===== src/rtl/bssc_pkg.sv =====
// constants and types of the six-step speed controller
package bssc_pkg;
    // ************************************************
    // register map
    // ************************************************
    localparam logic [7:0] OFS_CTRL = 8'h00;
    localparam logic [7:0] OFS_SPEED_REQ = 8'h04;
    localparam logic [7:0] OFS_GAIN = 8'h08;
    localparam logic [7:0] OFS_LIMIT = 8'h0c;
    localparam logic [7:0] OFS_DEAD = 8'h10;
    localparam logic [7:0] OFS_RAMP = 8'h14;
    localparam logic [7:0] OFS_STATUS = 8'h18;
    localparam logic [7:0] OFS_SPEED_ACT = 8'h1c;
    localparam logic [7:0] OFS_DUTY = 8'h20;
    localparam logic [7:0] OFS_RAMP_ACT = 8'h24;
    // ctrl bits
    localparam int CTRL_RUN = 0;
    localparam int CTRL_REV = 1;
    localparam int CTRL_BRAKE_EN = 2;
    localparam int CTRL_FAULT_CLR = 3;
    // ************************************************
    // reset values
    // ************************************************
    localparam logic [15:0] GAIN_P_RST = 16'h0100;
    localparam logic [15:0] GAIN_I_RST = 16'h0010;
    localparam logic [7:0] DEAD_RST = 8'h10;
    localparam logic [15:0] RAMP_RST = 16'h0032;
    // ************************************************
    // timing and ranges
    // ************************************************
    localparam int CLK_NS = 8;
    localparam int TICK_NS = 1000;
    localparam int TICK_CYC = (TICK_NS + CLK_NS - 1) / CLK_NS;
    localparam int SAMPLE_US = 1000;
    localparam int PWM_PERIOD = 6250;
    localparam int PWM_HALF = PWM_PERIOD / 2;
    localparam logic [15:0] LIMIT_RST = 16'(PWM_HALF);
    localparam logic [15:0] SPEED_MIN_RPM = 16'd300;
    localparam logic [15:0] SPEED_MAX_RPM = 16'd10000;
    localparam int GAIN_SHIFT = 8;
    localparam int POLE_PAIRS = 2;
    localparam int PER_W = 24;
    // ************************************************
    // types
    // ************************************************
    typedef enum logic [1:0] {LEG_OFF, LEG_POS, LEG_NEG} bssc_leg_t;
    typedef struct packed {
        logic [2:0] code;
        logic valid;
        logic edge_seen;
        logic [15:0] rpm;
    } bssc_hall_t;
    typedef struct packed {
        logic hi;
        logic lo;
    } bssc_gate_t;
endpackage : bssc_pkg


===== src/rtl/bssc_hall.sv =====
// hall input capture, period measurement and speed divider
`timescale 1ns/1ps
module bssc_hall #(
    parameter int POLE_PAIRS = bssc_pkg::POLE_PAIRS
) (
    input wire logic ref_clk,
    input wire logic reset_n,
    input wire logic tick,
    input wire logic [2:0] hall_pin,
    output bssc_pkg::bssc_hall_t hall
);
    localparam int PW = bssc_pkg::PER_W;
    localparam logic [PW-1:0] SPEED_K = PW'(10_000_000 / POLE_PAIRS);
    logic [2:0] s1_q, s2_q, s3_q;
    logic [PW-1:0] per_q, den_q, num_q, rem_q;
    logic [4:0] cnt_q;
    logic [PW:0] trial;
    logic edge_now;
    logic busy_q;
    logic [2:0] arm_q;

    // ************************************************
    // synchroniser and edge
    // ************************************************
    always_ff @(posedge ref_clk or negedge reset_n) begin
        if (!reset_n) begin
            s1_q <= 3'h0;
            s2_q <= 3'h0;
            s3_q <= 3'h0;
            arm_q <= 3'h0;
        end else begin
            s1_q <= hall_pin;
            s2_q <= s1_q;
            s3_q <= s2_q;
            arm_q <= {arm_q[1:0], 1'b1};
        end
    end
    // reset zeros are no pin level: no false edge before s3 is loaded
    assign edge_now = arm_q[2] && (s2_q != s3_q);

    // ************************************************
    // period between hall edges, in ticks
    // ************************************************
    always_ff @(posedge ref_clk or negedge reset_n) begin
        if (!reset_n) begin
            per_q <= '0;
        end else if (edge_now) begin
            per_q <= '0;
        end else if (tick && per_q != '1) begin
            per_q <= per_q + PW'(1);
        end
    end

    // ************************************************
    // serial divide: rpm = k / period
    // ************************************************
    assign trial = {rem_q, num_q[PW-1]} - {1'b0, den_q};
    always_ff @(posedge ref_clk or negedge reset_n) begin
        if (!reset_n) begin
            num_q <= '0;
            den_q <= '1;
            rem_q <= '0;
            cnt_q <= 5'h00;
            busy_q <= 1'b0;
            hall <= '0;
        end else begin
            hall.code <= s3_q;
            hall.valid <= (s3_q != 3'h0) && (s3_q != 3'h7);
            hall.edge_seen <= edge_now;
            if (edge_now) begin
                num_q <= SPEED_K;
                den_q <= (per_q == '0) ? PW'(1) : per_q;
                rem_q <= '0;
                cnt_q <= 5'(PW);
                busy_q <= 1'b1;
            end else if (busy_q && cnt_q != 5'h00) begin
                cnt_q <= cnt_q - 5'h01;
                if (!trial[PW]) begin
                    rem_q <= trial[PW-1:0];
                    num_q <= {num_q[PW-2:0], 1'b1};
                end else begin
                    rem_q <= {rem_q[PW-2:0], num_q[PW-1]};
                    num_q <= {num_q[PW-2:0], 1'b0};
                end
            end else if (busy_q) begin
                busy_q <= 1'b0;
                hall.rpm <= (num_q[PW-1:16] != '0) ? 16'hffff
                                                   : num_q[15:0];
            end
            // stalled rotor reads as standstill
            if (per_q == '1) begin
                hall.rpm <= 16'h0000;
            end
        end
    end
endmodule : bssc_hall


===== src/rtl/bssc_leg.sv =====
// one inverter leg: complementary gate pair with dead time
`timescale 1ns/1ps
module bssc_leg (
    input wire logic ref_clk,
    input wire logic reset_n,
    input wire logic active,
    input wire logic want_hi,
    input wire logic [7:0] dead,
    output bssc_pkg::bssc_gate_t gate
);
    bssc_pkg::bssc_gate_t tgt;
    logic [7:0] dcnt_q;

    assign tgt.hi = active && want_hi;
    assign tgt.lo = active && !want_hi;

    always_ff @(posedge ref_clk or negedge reset_n) begin
        if (!reset_n) begin
            gate <= '0;
            dcnt_q <= 8'h00;
        end else if (!active) begin
            gate <= '0;
            dcnt_q <= 8'h00;
        end else if (tgt != gate) begin
            if (gate != '0) begin
                // both off first: shoot-through guard
                gate <= '0;
                dcnt_q <= dead;
            end else if (dcnt_q != 8'h00) begin
                dcnt_q <= dcnt_q - 8'h01;
            end else begin
                gate <= tgt;
            end
        end
    end
endmodule : bssc_leg


===== src/rtl/bssc_top.sv =====
// six-step commutation, speed loop and ahb-lite register slave
`timescale 1ns/1ps
module bssc_top #(
    parameter int SAMPLE_US = bssc_pkg::SAMPLE_US,
    parameter int POLE_PAIRS = bssc_pkg::POLE_PAIRS
) (
    input wire logic ref_clk,
    input wire logic reset_n,
    input wire logic [31:0] haddr,
    input wire logic hsel,
    input wire logic [1:0] htrans,
    input wire logic hwrite,
    input wire logic [2:0] hsize,
    input wire logic [31:0] hwdata,
    input wire logic hready,
    output logic hreadyout,
    output logic hresp,
    output logic [31:0] hrdata,
    input wire logic [2:0] hall_in,
    input wire logic overcurrent,
    input wire logic overvoltage,
    output logic [2:0] gate_hi,
    output logic [2:0] gate_lo,
    output logic brake_out,
    output logic fault_irq
);
    localparam int PW = bssc_pkg::PWM_PERIOD;
    localparam logic [12:0] PWM_LAST = 13'(PW - 1);
    localparam logic [12:0] PWM_MID = 13'(bssc_pkg::PWM_HALF);
    localparam logic [6:0] TICK_LAST = 7'(bssc_pkg::TICK_CYC - 1);
    localparam logic [15:0] SMP_LAST = 16'(SAMPLE_US - 1);

    bssc_pkg::bssc_hall_t hall;
    bssc_pkg::bssc_gate_t [2:0] gate;
    bssc_pkg::bssc_leg_t [2:0] leg;

    logic [1:0] oc_s_q, ov_s_q;
    logic [6:0] tick_cnt_q;
    logic tick;
    logic [15:0] smp_cnt_q;
    logic sample;
    logic [12:0] pwm_cnt_q;
    logic pwm_on;

    logic dph_wr_q, dph_rd_q;
    logic [7:0] dph_addr_q;
    logic [31:0] rd_d;

    logic run_q, rev_q, brake_en_q;
    logic [15:0] speed_req_q, kp_q, ki_q, limit_q, ramp_step_q;
    logic [7:0] dead_q;
    logic fault_q;
    logic fault_clr;

    logic [15:0] target;
    logic [15:0] ramp_q;
    logic signed [17:0] err;
    logic signed [34:0] p_prod, i_prod;
    logic signed [31:0] integ_q, integ_d, u_sum;
    logic signed [15:0] u_q;
    logic signed [31:0] lim_s;
    logic [12:0] cmp_q;
    logic drive_ok;

    // ************************************************
    // pin synchronisers
    // ************************************************
    always_ff @(posedge ref_clk or negedge reset_n) begin
        if (!reset_n) begin
            oc_s_q <= 2'h0;
            ov_s_q <= 2'h0;
        end else begin
            oc_s_q <= {oc_s_q[0], overcurrent};
            ov_s_q <= {ov_s_q[0], overvoltage};
        end
    end

    // ************************************************
    // microsecond tick and pi sampling step
    // ************************************************
    always_ff @(posedge ref_clk or negedge reset_n) begin
        if (!reset_n) begin
            tick_cnt_q <= 7'h00;
        end else if (tick) begin
            tick_cnt_q <= 7'h00;
        end else begin
            tick_cnt_q <= tick_cnt_q + 7'h01;
        end
    end
    assign tick = (tick_cnt_q == TICK_LAST);

    always_ff @(posedge ref_clk or negedge reset_n) begin
        if (!reset_n) begin
            smp_cnt_q <= 16'h0000;
        end else if (tick) begin
            smp_cnt_q <= sample ? 16'h0000 : smp_cnt_q + 16'h0001;
        end
    end
    assign sample = tick && (smp_cnt_q == SMP_LAST);

    // ************************************************
    // hall capture
    // ************************************************
    bssc_hall #(
        .POLE_PAIRS(POLE_PAIRS)
    ) u_hall (
        .ref_clk(ref_clk),
        .reset_n(reset_n),
        .tick(tick),
        .hall_pin(hall_in),
        .hall(hall)
    );

    // ************************************************
    // ahb-lite slave, zero wait states
    // ************************************************
    assign hreadyout = 1'b1;
    assign hresp = 1'b0;

    always_ff @(posedge ref_clk or negedge reset_n) begin
        if (!reset_n) begin
            dph_wr_q <= 1'b0;
            dph_rd_q <= 1'b0;
            dph_addr_q <= 8'h00;
        end else if (hready) begin
            dph_wr_q <= hsel && htrans[1] && hwrite;
            dph_rd_q <= hsel && htrans[1] && !hwrite;
            dph_addr_q <= haddr[7:0];
        end
    end

    always_comb begin
        rd_d = 32'h0000_0000;
        case (haddr[7:0])
            bssc_pkg::OFS_CTRL: begin
                rd_d[2:0] = {brake_en_q, rev_q, run_q};
            end
            bssc_pkg::OFS_SPEED_REQ: begin
                rd_d[15:0] = speed_req_q;
            end
            bssc_pkg::OFS_GAIN: begin
                rd_d = {ki_q, kp_q};
            end
            bssc_pkg::OFS_LIMIT: begin
                rd_d[15:0] = limit_q;
            end
            bssc_pkg::OFS_DEAD: begin
                rd_d[7:0] = dead_q;
            end
            bssc_pkg::OFS_RAMP: begin
                rd_d[15:0] = ramp_step_q;
            end
            bssc_pkg::OFS_STATUS: begin
                rd_d[6:0] = {drive_ok, ov_s_q[1], hall.valid,
                             fault_q, hall.code};
            end
            bssc_pkg::OFS_SPEED_ACT: begin
                rd_d[15:0] = hall.rpm;
            end
            bssc_pkg::OFS_DUTY: begin
                rd_d[15:0] = u_q;
            end
            bssc_pkg::OFS_RAMP_ACT: begin
                rd_d[15:0] = ramp_q;
            end
            default: begin
                rd_d = 32'h0000_0000;
            end
        endcase
    end

    // read data launched in address phase, stands in data phase
    always_ff @(posedge ref_clk or negedge reset_n) begin
        if (!reset_n) begin
            hrdata <= 32'h0000_0000;
        end else if (hready && hsel && htrans[1] && !hwrite) begin
            hrdata <= rd_d;
        end
    end

    // ************************************************
    // host-written controls
    // ************************************************
    always_ff @(posedge ref_clk or negedge reset_n) begin
        if (!reset_n) begin
            run_q <= 1'b0;
            rev_q <= 1'b0;
            brake_en_q <= 1'b0;
            speed_req_q <= 16'h0000;
            kp_q <= bssc_pkg::GAIN_P_RST;
            ki_q <= bssc_pkg::GAIN_I_RST;
            limit_q <= bssc_pkg::LIMIT_RST;
            dead_q <= bssc_pkg::DEAD_RST;
            ramp_step_q <= bssc_pkg::RAMP_RST;
        end else if (dph_wr_q) begin
            case (dph_addr_q)
                bssc_pkg::OFS_CTRL: begin
                    run_q <= hwdata[bssc_pkg::CTRL_RUN];
                    rev_q <= hwdata[bssc_pkg::CTRL_REV];
                    brake_en_q <= hwdata[bssc_pkg::CTRL_BRAKE_EN];
                end
                bssc_pkg::OFS_SPEED_REQ: begin
                    speed_req_q <= hwdata[15:0];
                end
                bssc_pkg::OFS_GAIN: begin
                    kp_q <= hwdata[15:0];
                    ki_q <= hwdata[31:16];
                end
                bssc_pkg::OFS_LIMIT: begin
                    // above half the period would wrap the compare
                    limit_q <= (hwdata[15:0] > bssc_pkg::LIMIT_RST)
                        ? bssc_pkg::LIMIT_RST : hwdata[15:0];
                end
                bssc_pkg::OFS_DEAD: begin
                    dead_q <= hwdata[7:0];
                end
                bssc_pkg::OFS_RAMP: begin
                    ramp_step_q <= hwdata[15:0];
                end
                default: begin
                end
            endcase
        end
    end

    assign fault_clr = dph_wr_q && (dph_addr_q == bssc_pkg::OFS_CTRL)
                       && hwdata[bssc_pkg::CTRL_FAULT_CLR];

    // ************************************************
    // over-current fault and over-voltage brake
    // ************************************************
    always_ff @(posedge ref_clk or negedge reset_n) begin
        if (!reset_n) begin
            fault_q <= 1'b0;
        end else if (oc_s_q[1]) begin
            fault_q <= 1'b1;
        end else if (fault_clr) begin
            fault_q <= 1'b0;
        end
    end
    assign fault_irq = fault_q;

    always_ff @(posedge ref_clk or negedge reset_n) begin
        if (!reset_n) begin
            brake_out <= 1'b0;
        end else begin
            brake_out <= brake_en_q && ov_s_q[1];
        end
    end

    // ************************************************
    // speed ramp
    // ************************************************
    always_comb begin
        target = speed_req_q;
        if (target < bssc_pkg::SPEED_MIN_RPM) begin
            target = bssc_pkg::SPEED_MIN_RPM;
        end else if (target > bssc_pkg::SPEED_MAX_RPM) begin
            target = bssc_pkg::SPEED_MAX_RPM;
        end
    end

    always_ff @(posedge ref_clk or negedge reset_n) begin
        if (!reset_n) begin
            ramp_q <= 16'h0000;
        end else if (!run_q) begin
            ramp_q <= 16'h0000;
        end else if (sample) begin
            // one extra bit: a large step must not wrap the compare
            if (17'(ramp_q) + 17'(ramp_step_q) < 17'(target)) begin
                ramp_q <= ramp_q + ramp_step_q;
            end else if (17'(ramp_q) > 17'(target) + 17'(ramp_step_q)) begin
                ramp_q <= ramp_q - ramp_step_q;
            end else begin
                ramp_q <= target;
            end
        end
    end

    // ************************************************
    // pi regulator
    // ************************************************
    assign err = $signed({2'b00, ramp_q}) - $signed({2'b00, hall.rpm});
    assign p_prod = err * $signed({1'b0, kp_q});
    assign i_prod = err * $signed({1'b0, ki_q});
    assign lim_s = $signed({16'h0000, limit_q});

    always_comb begin
        integ_d = integ_q + 32'(i_prod >>> bssc_pkg::GAIN_SHIFT);
        if (integ_d > lim_s) begin
            integ_d = lim_s;
        end else if (integ_d < -lim_s) begin
            integ_d = -lim_s;
        end
        u_sum = integ_d + 32'(p_prod >>> bssc_pkg::GAIN_SHIFT);
        if (u_sum > lim_s) begin
            u_sum = lim_s;
        end else if (u_sum < -lim_s) begin
            u_sum = -lim_s;
        end
    end

    always_ff @(posedge ref_clk or negedge reset_n) begin
        if (!reset_n) begin
            integ_q <= 32'sh0;
            u_q <= 16'sh0;
        end else if (!run_q || fault_q) begin
            integ_q <= 32'sh0;
            u_q <= 16'sh0;
        end else if (sample) begin
            integ_q <= integ_d;
            u_q <= u_sum[15:0];
        end
    end

    // ************************************************
    // bipolar pwm carrier
    // ************************************************
    always_ff @(posedge ref_clk or negedge reset_n) begin
        if (!reset_n) begin
            pwm_cnt_q <= 13'h0000;
            cmp_q <= PWM_MID;
        end else if (pwm_cnt_q == PWM_LAST) begin
            pwm_cnt_q <= 13'h0000;
            // reload at period end keeps pulses whole
            cmp_q <= 13'(PWM_MID + u_q);
        end else begin
            pwm_cnt_q <= pwm_cnt_q + 13'h0001;
        end
    end
    assign pwm_on = (pwm_cnt_q < cmp_q);

    // ************************************************
    // commutation table
    // ************************************************
    function automatic bssc_pkg::bssc_leg_t [2:0] commute(
        input logic [2:0] code,
        input logic rev
    );
        bssc_pkg::bssc_leg_t p, n;
        bssc_pkg::bssc_leg_t [2:0] v;
        p = rev ? bssc_pkg::LEG_NEG : bssc_pkg::LEG_POS;
        n = rev ? bssc_pkg::LEG_POS : bssc_pkg::LEG_NEG;
        v = {3{bssc_pkg::LEG_OFF}};
        // index 2 is phase a, 0 is phase c
        case (code)
            3'b110: begin
                v = {p, bssc_pkg::LEG_OFF, n};
            end
            3'b100: begin
                v = {bssc_pkg::LEG_OFF, p, n};
            end
            3'b101: begin
                v = {n, p, bssc_pkg::LEG_OFF};
            end
            3'b001: begin
                v = {n, bssc_pkg::LEG_OFF, p};
            end
            3'b011: begin
                v = {bssc_pkg::LEG_OFF, n, p};
            end
            3'b010: begin
                v = {p, n, bssc_pkg::LEG_OFF};
            end
            default: begin
                v = {3{bssc_pkg::LEG_OFF}};
            end
        endcase
        return v;
    endfunction : commute

    // no alignment: vector follows the live hall code
    assign drive_ok = run_q && !fault_q && !oc_s_q[1]
                      && hall.valid;
    assign leg = drive_ok ? commute(hall.code, rev_q)
                          : {3{bssc_pkg::LEG_OFF}};

    // ************************************************
    // gate pairs
    // ************************************************
    genvar g;
    generate
        for (g = 0; g < 3; g++) begin : g_leg
            bssc_leg u_leg (
                .ref_clk(ref_clk),
                .reset_n(reset_n),
                .active(leg[g] != bssc_pkg::LEG_OFF),
                .want_hi((leg[g] == bssc_pkg::LEG_POS) == pwm_on),
                .dead(dead_q),
                .gate(gate[g])
            );
            assign gate_hi[g] = gate[g].hi;
            assign gate_lo[g] = gate[g].lo;
        end
    endgenerate
endmodule : bssc_top


===== config.mk =====
export PLATFORM = sky130hd
export DESIGN_NAME = bssc_top
export DESIGN_NICKNAME = d
export VERILOG_FILES = /design/src/rtl/bssc_pkg.sv /design/src/rtl/bssc_hall.sv /design/src/rtl/bssc_leg.sv /design/src/rtl/bssc_top.sv
export SDC_FILE = /design/constraint.sdc
export NUM_CORES = 2
export LEC_CHECK = 0
export BUFFER_PORTS_ARGS = -buffer_cell sky130_fd_sc_hd__clkbuf_2
export CAP_MARGIN = 20
export CORE_AREA = 4 4 530 270
export DETAILED_ROUTE_END_ITERATION = 8
export DIE_AREA = 0 0 534 274
export GPL_ROUTABILITY_DRIVEN = 1
export PLACE_DENSITY = 0.56
export SYNTH_ARGS = -nofsm -noshare
export SYNTH_HDL_FRONTEND = slang
export SYNTH_SLANG_ARGS = --single-unit

===== constraint.sdc =====
create_clock -name ref_clk -period 21.6 [get_ports ref_clk]
set_clock_uncertainty 0.15 [all_clocks]
set_input_delay 1.08 -clock ref_clk [delete_from_list [all_inputs] [get_ports ref_clk]]
set_output_delay 1.08 -clock ref_clk [all_outputs]
set_load 0.005 [all_outputs]

# Word-level counts from Yosys, hierarchy flattened
# Index checks and enable logic that the tools add are counted.
# totals
ff_bits	415
wordCells	258
# op_classes
n_addsub	18
multipliers	2
n_lt_le_gt_ge	10
n_eq_ne	49
n_mux	71
n_reduce_logical	63
# op_table
cell	n
two-way mux 16 bit	18
two-way mux 24 bit	8
two-way mux 32 bit	4
two-way mux 8 bit	12
multiplier 17 x 17 -> 34 bit	2
adder 32 x 26 -> 32 bit	2
greater-than comparator 32 x 17 -> 1 bit	2
less-than comparator 32 bit	2
one-hot mux 8 bit (7 select lines)	1
== test 8 x 5 -> 1 bit, second input constant	6
one-hot mux 4 bit (9 select lines)	1
one-hot mux 6 bit (6 select lines)	1
adder 16 x 16 -> 17 bit	2
== test 8 x 4 -> 1 bit, second input constant	4
negation 16 -> 32 bit	1
nonzero test 8 bit	4
one-hot mux 3 bit (10 select lines)	1
two-way mux 2 bit	14
subtractor 25 x 24 -> 25 bit	1
adder 24 x 1 -> 24 bit, second input constant	1
== test 24 bit, second input constant	1
logical NOT 24 bit	1
!= test 24 bit, second input constant	1
AND reduction 2 bit	12
other kinds (44)	111

# Depth between registers and ports, before layout
# logic_depth
ltp_word	13
ltp_mapped	89

# By module
# From an unflattened synthesis, not the netlist that was laid out.
# unflattened
cells_unflattened	5730
area_unflattened_um2	50963.9
# by_module_without_submodules
module	instances	cells_each	area_each_um2	seq_area_each_um2
bssc_top	1	4773	42139.2	6303.5
bssc_hall	1	741	6932.9	3408.3
bssc_leg	3	72	630.6	250.2

# Worst setup path after synthesis
# Ideal clock, no wire load.
# synth_timing
path_type	reg-to-reg
start	register ramp_q[0]
end	register u_q[10]
setup_time_ps	124
t_arrival_ps	16588
setup_slack_ps	4738
stages_incl_launch_ff	78
n_path_buf	4
period_less_slack_ps	16862
cell_sequence	dfrtp_1 > inv_1 > ha_1 > fa_1 > nor2b_1 > o21ai_0 > a21boi_0 > o21ai_0 > a21boi_0 > o21ai_0 > a21boi_0 > o21ai_0 > a21boi_0 > o21ai_0 > a21boi_0 > o21ai_0 > a31oi_1 > clkbuf_1 > [42 not listed] > fa_1 > a21o_1 > a21oi_1 > o21ai_0 > a32oi_1 > a21oi_1 > o21a_1 > or3_1 > and2_1 > ha_1 > nand4_1 > a2111oi_0 > a21oi_1 > o31ai_1 > clkbuf_1 > mux2_2 > o211ai_1 > nand2_1
# synth_via
elab_chain_cells	12
word_cells_on_any_way	15
cone_classes	3 x add/sub; 2 x mul; 4 x order compare; 6 x mux
# synth_lines
element	line_no	source
start, declared	bssc_top.sv:56	logic [15:0] ramp_q;
start signal, assigned	bssc_top.sv:271	ramp_q <= ramp_q + ramp_step_q;
start signal, assigned	bssc_top.sv:273	ramp_q <= ramp_q - ramp_step_q;
start signal, assigned	bssc_top.sv:275	ramp_q <= target;
subtractor 16 x 16 -> 17 bit (*)	bssc_top.sv:283	assign err = $signed({2'b00, ramp_q}) - $signed({2'b00, hall.rpm});
multiplier 17 x 17 -> 34 bit	bssc_top.sv:285	assign i_prod = err * $signed({1'b0, ki_q});
adder 32 x 26 -> 32 bit	bssc_top.sv:289	integ_d = integ_q + 32'(i_prod >>> bssc_pkg::GAIN_SHIFT);
less-than comparator 32 bit	bssc_top.sv:292	end else if (integ_d < -lim_s) begin
two-way mux 32 bit	bssc_top.sv:292	
two-way mux 32 bit	bssc_top.sv:290	if (integ_d > lim_s) begin
adder 32 x 26 -> 32 bit (*)	bssc_top.sv:295	u_sum = integ_d + 32'(p_prod >>> bssc_pkg::GAIN_SHIFT);
less-than comparator 32 bit	bssc_top.sv:298	end else if (u_sum < -lim_s) begin
two-way mux 16 bit	bssc_top.sv:298	
two-way mux 16 bit (*)	bssc_top.sv:296	if (u_sum > lim_s) begin
two-way mux 16 bit (*)	bssc_top.sv:310	end else if (sample) begin
two-way mux 16 bit (*)	bssc_top.sv:307	end else if (!run_q || fault_q) begin
end signal, assigned	bssc_top.sv:312	u_q <= u_sum[15:0];
end, declared	bssc_top.sv:60	logic signed [15:0] u_q;
# Mark *: on every way between the ends. The rest lies on a longest branch, timed or not. The select of a mux whose other input is x is not followed.
# A chain may end at the register's enable or synchronous reset.

# Worst setup path after layout
# layout_timing
start	register ramp_q[0]
end	register u_q[5]
# Same word-level chain as after synthesis.

==> impl_metrics.ini <==
[run_status]
status = finished, violations left
violations = DRC

[logic_synthesis]
synthArstFlopShare_pct = 100
synthCells = 5736
ys_warn_count = 0
syn-cell-area_um2 = 50900
yosys.area.top_type = fa_1
yosysUniqueCellTypes = 98
synth_seq_cells = 415
yosysTopAreaCellShare_pct = 22.1
postSynthAreaPerCell_um2 = 8.88
netlist_top_cells_area = fa_1 (22%), dfrtp_1 (18%), ha_1 (12%)
ys.flop_type = dfrtp_1
ys_seq_area_share_pct = 20.5
synth-edff-count = 0

[timing]
hold_viol_final = 0
fin_setup_tns_ns = 0
fmax_mhz = 49.1
setup_violations = 0
fin_crit_ns = 20.35
rsz0062_at_grt = no
maxSlewViolCount = 0
worst_pin_slew_ns = 1.20
min_period_over_period_pct = 94.2
slew-limit-headroom_pct = 20.3

[clock_network]
cts-buffers-inserted = 44
clk_pin_slew_worst_paths_ns = 0.07
clk_latency_ns = 0.66
clock-sinks = 415
cts_tree = yes
cts.htree.levels = 2
cts_root_buffer = clkbuf_16
clock_path_buffers = 3

[hold_path]
worstHoldPathCells = 0
hold_path.class = flop to flop

[floorplan]
ios = 121
die_area_um2 = 146000
die_y_um = 274
core-area_um2 = 139000
start_util_pct = 36.7
num_rows = 97
die_width_um = 534

[global_routing]
grt_start_max_net_pins = 162
overflow = 0
track_usage_pct = 22.7
antenna_found_initial = 9
grt_pass1_vias = 39500
grt_pass1_wl_um = 254000

[drt]
ant_nets = 0
drt-vias-per-instance = 5.41
wl_um = 166000
dr_total_vias = 41500
drtPass1Iterations = 9
wl_per_cell_um = 21.7
drt_iter0_drc = 4394
drc = 1

[placed_design]
hpwlAfterDp_um = 133000
placement.io_buffers = 90
gp_congestion = 0.938

[critical_path]
worstRegToRegCells = 81
worstPathMaxFanout = 29
cp_data_arrival_time_ns = 20.69
path_common_cell = o21ai_0
crit_type = flop to flop
cp.depth = 81
critical-path-max-stage-delay_ns = 0.69
crit_family = compound AO/OA/AOI/OAI gates
worst_path_max_delay_cell = fa_2
crit_buf_inv = 12
critPathLaunchType = flop
crit_path_end_kind = flop
worstPathRequired_ns = 21.95

[final_layout]
syn_to_final_growth_pct = 9.02
fin_nets = 6855
drive_above_1_share_pct = 8.52

[power_and_ir_drop]
p_per_area_nw_per_um2 = 102
p_leak_nw = 26.8
totalPowerFinal_mw = 5.66
ir_drop_mv = 0.111

[job]
cap_violations = 0
-- sequential cells by signal (all words and copies together), names as in the netlist, 20 cells and up --
name / cells
g_leg.u_leg.dcnt_q: 24
u_hall.den_q: 24
integ_q: 32
hrdata: 32
u_hall.hall: 20
u_hall.rem_q: 24
u_hall.num_q: 24
u_hall.per_q: 24
-- final cells by class --
type | instances | area [um^2]
sequential | 415 | 10400
antenna | 6 | 15.0
multi-input combinational | 4208 | 36500
timing repair buffer | 201 | 1390
clock inverter | 26 | 402
tap | 1881 | 2350
fill | 13900 | 83200
clock buffer | 56 | 1180
inverter | 870 | 3270
-- metal layers --
layer / GRT usage, % / share of wire (%)
met1: 37.5 / 51
met3: 10.0 / 14
met2: 26.0 / 33
met4: 2.73 / 1.1
met5: 0.296 / 0.13
-- worst reg2reg max path: cells and delay by family (launching register included) --
family	cells	cell delay, ns
buf+inv	12	2.08
compound gates	42	9.08
simple gates	10	1.71
fa+ha+maj	13	5.81
flops	1	0.50
xor+xnor	4	0.96
-- final timing paths --
| kind | slack (ns) | startpoint | to |
|---|---|---|---|
| worst max register to register | 1.25 | ramp_q[0] | u_q[5] |
| worst max-delay path | 1.25 | ramp_q[0] | u_q[5] |
| max in group asynchronous | 19.38 | reset_n | smp_cnt_q[13] |
| min in group asynchronous | 0.35 | reset_n | u_hall.rem_q[14] |
| worst min-delay path | 0.19 | oc_s_q[0] | oc_s_q[1] |
| worst min register to register | 0.19 | oc_s_q[0] | oc_s_q[1] |
-- layout by cell type, fill, tap and decap left out, drive strengths merged, types with 16 or more instances in the layout --
cell type  instances
inv              869
nand2            604
fa               561
ha               475
dfrtp            373
nor2             342
a21oi            263
o21ai            251
and2             227
xnor2            150
clkbuf           145
buf              112
mux2              95
nor2b             93
nand3             89
nor3              88
xor2              80
a21o              74
mux2i             67
a22o              49
nand2b            47
o21a              47
nand4             46
dfstp             42
nor4              41
o22ai             40
o21bai            35
a31oi             35
o211ai            34
and3              26
a211oi            23
nand3b            23
a21boi            23
or3               22
and3b             16
a221oi            16
-- cell usage after synthesis (all sizes together), types with 16 or more instances --
library cell  number
mux2i             67
o21a              47
nor2b             93
a31oi             35
and2             227
nor3              88
and3              26
dfrtp            373
inv              868
o211ai            34
a21o              74
xnor2            150
nor4              41
clkbuf           219
fa               561
buf               29
nand2b            47
nand3             89
xor2              80
and3b             16
dfstp             42
nor2             342
nand3b            23
ha               475
mux2              95
nand2            604
a211oi            23
a22o              49
o21ai            251
a21oi            263
o22ai             40
or3               22
a221oi            16
nand4             46
o21bai            35
a21boi            23
-- timing repair --
action,CTS,global route
setup endpoints to repair,0,16
setup buffers,0,4
hold buffers,0,0
hold endpoints to repair,0,0
resized for setup,0,12
-- kinds of logic after synthesis --
group	count (synthesis)	share of synthesized area, %
adders and majority gates	1036	33.7
xor gates and xnor gates	230	3.96
muxes	167	3.64
buffers and inverters	1118	8.32
AOI/OAI and AO/OA	1030	13.1
other	2	0.0147
and+or+nand+nor	1738	16.7
DFF	415	20.5
-- power by group --
group          internal [mW]  switching, mW  leakage, nW
combinational           1.44           2.44         20.7
clock                  0.478          0.378        0.757
sequential             0.834         0.0981         5.36
-- metrics by stage --
step / utilization, % / setup WS (ns) / cell area [um^2] / instances / hold slack (ns)
floorplan: - / 4.74 / 50900 / 5741 / 0.181
global placement: 38.8 / 1.21 / 53800 / 7569 / 0.182
detailed placement: 38.8 / 0.890 / 53800 / 7569 / 0.185
CTS: 39.9 / 0.838 / 55400 / 7651 / 0.195
global route: 40.0 / 0.103 / 55500 / 7658 / 0.208
finish: 40.0 / 1.25 / 55500 / 7663 / 0.194
Power figures use the tool's default switching activity.
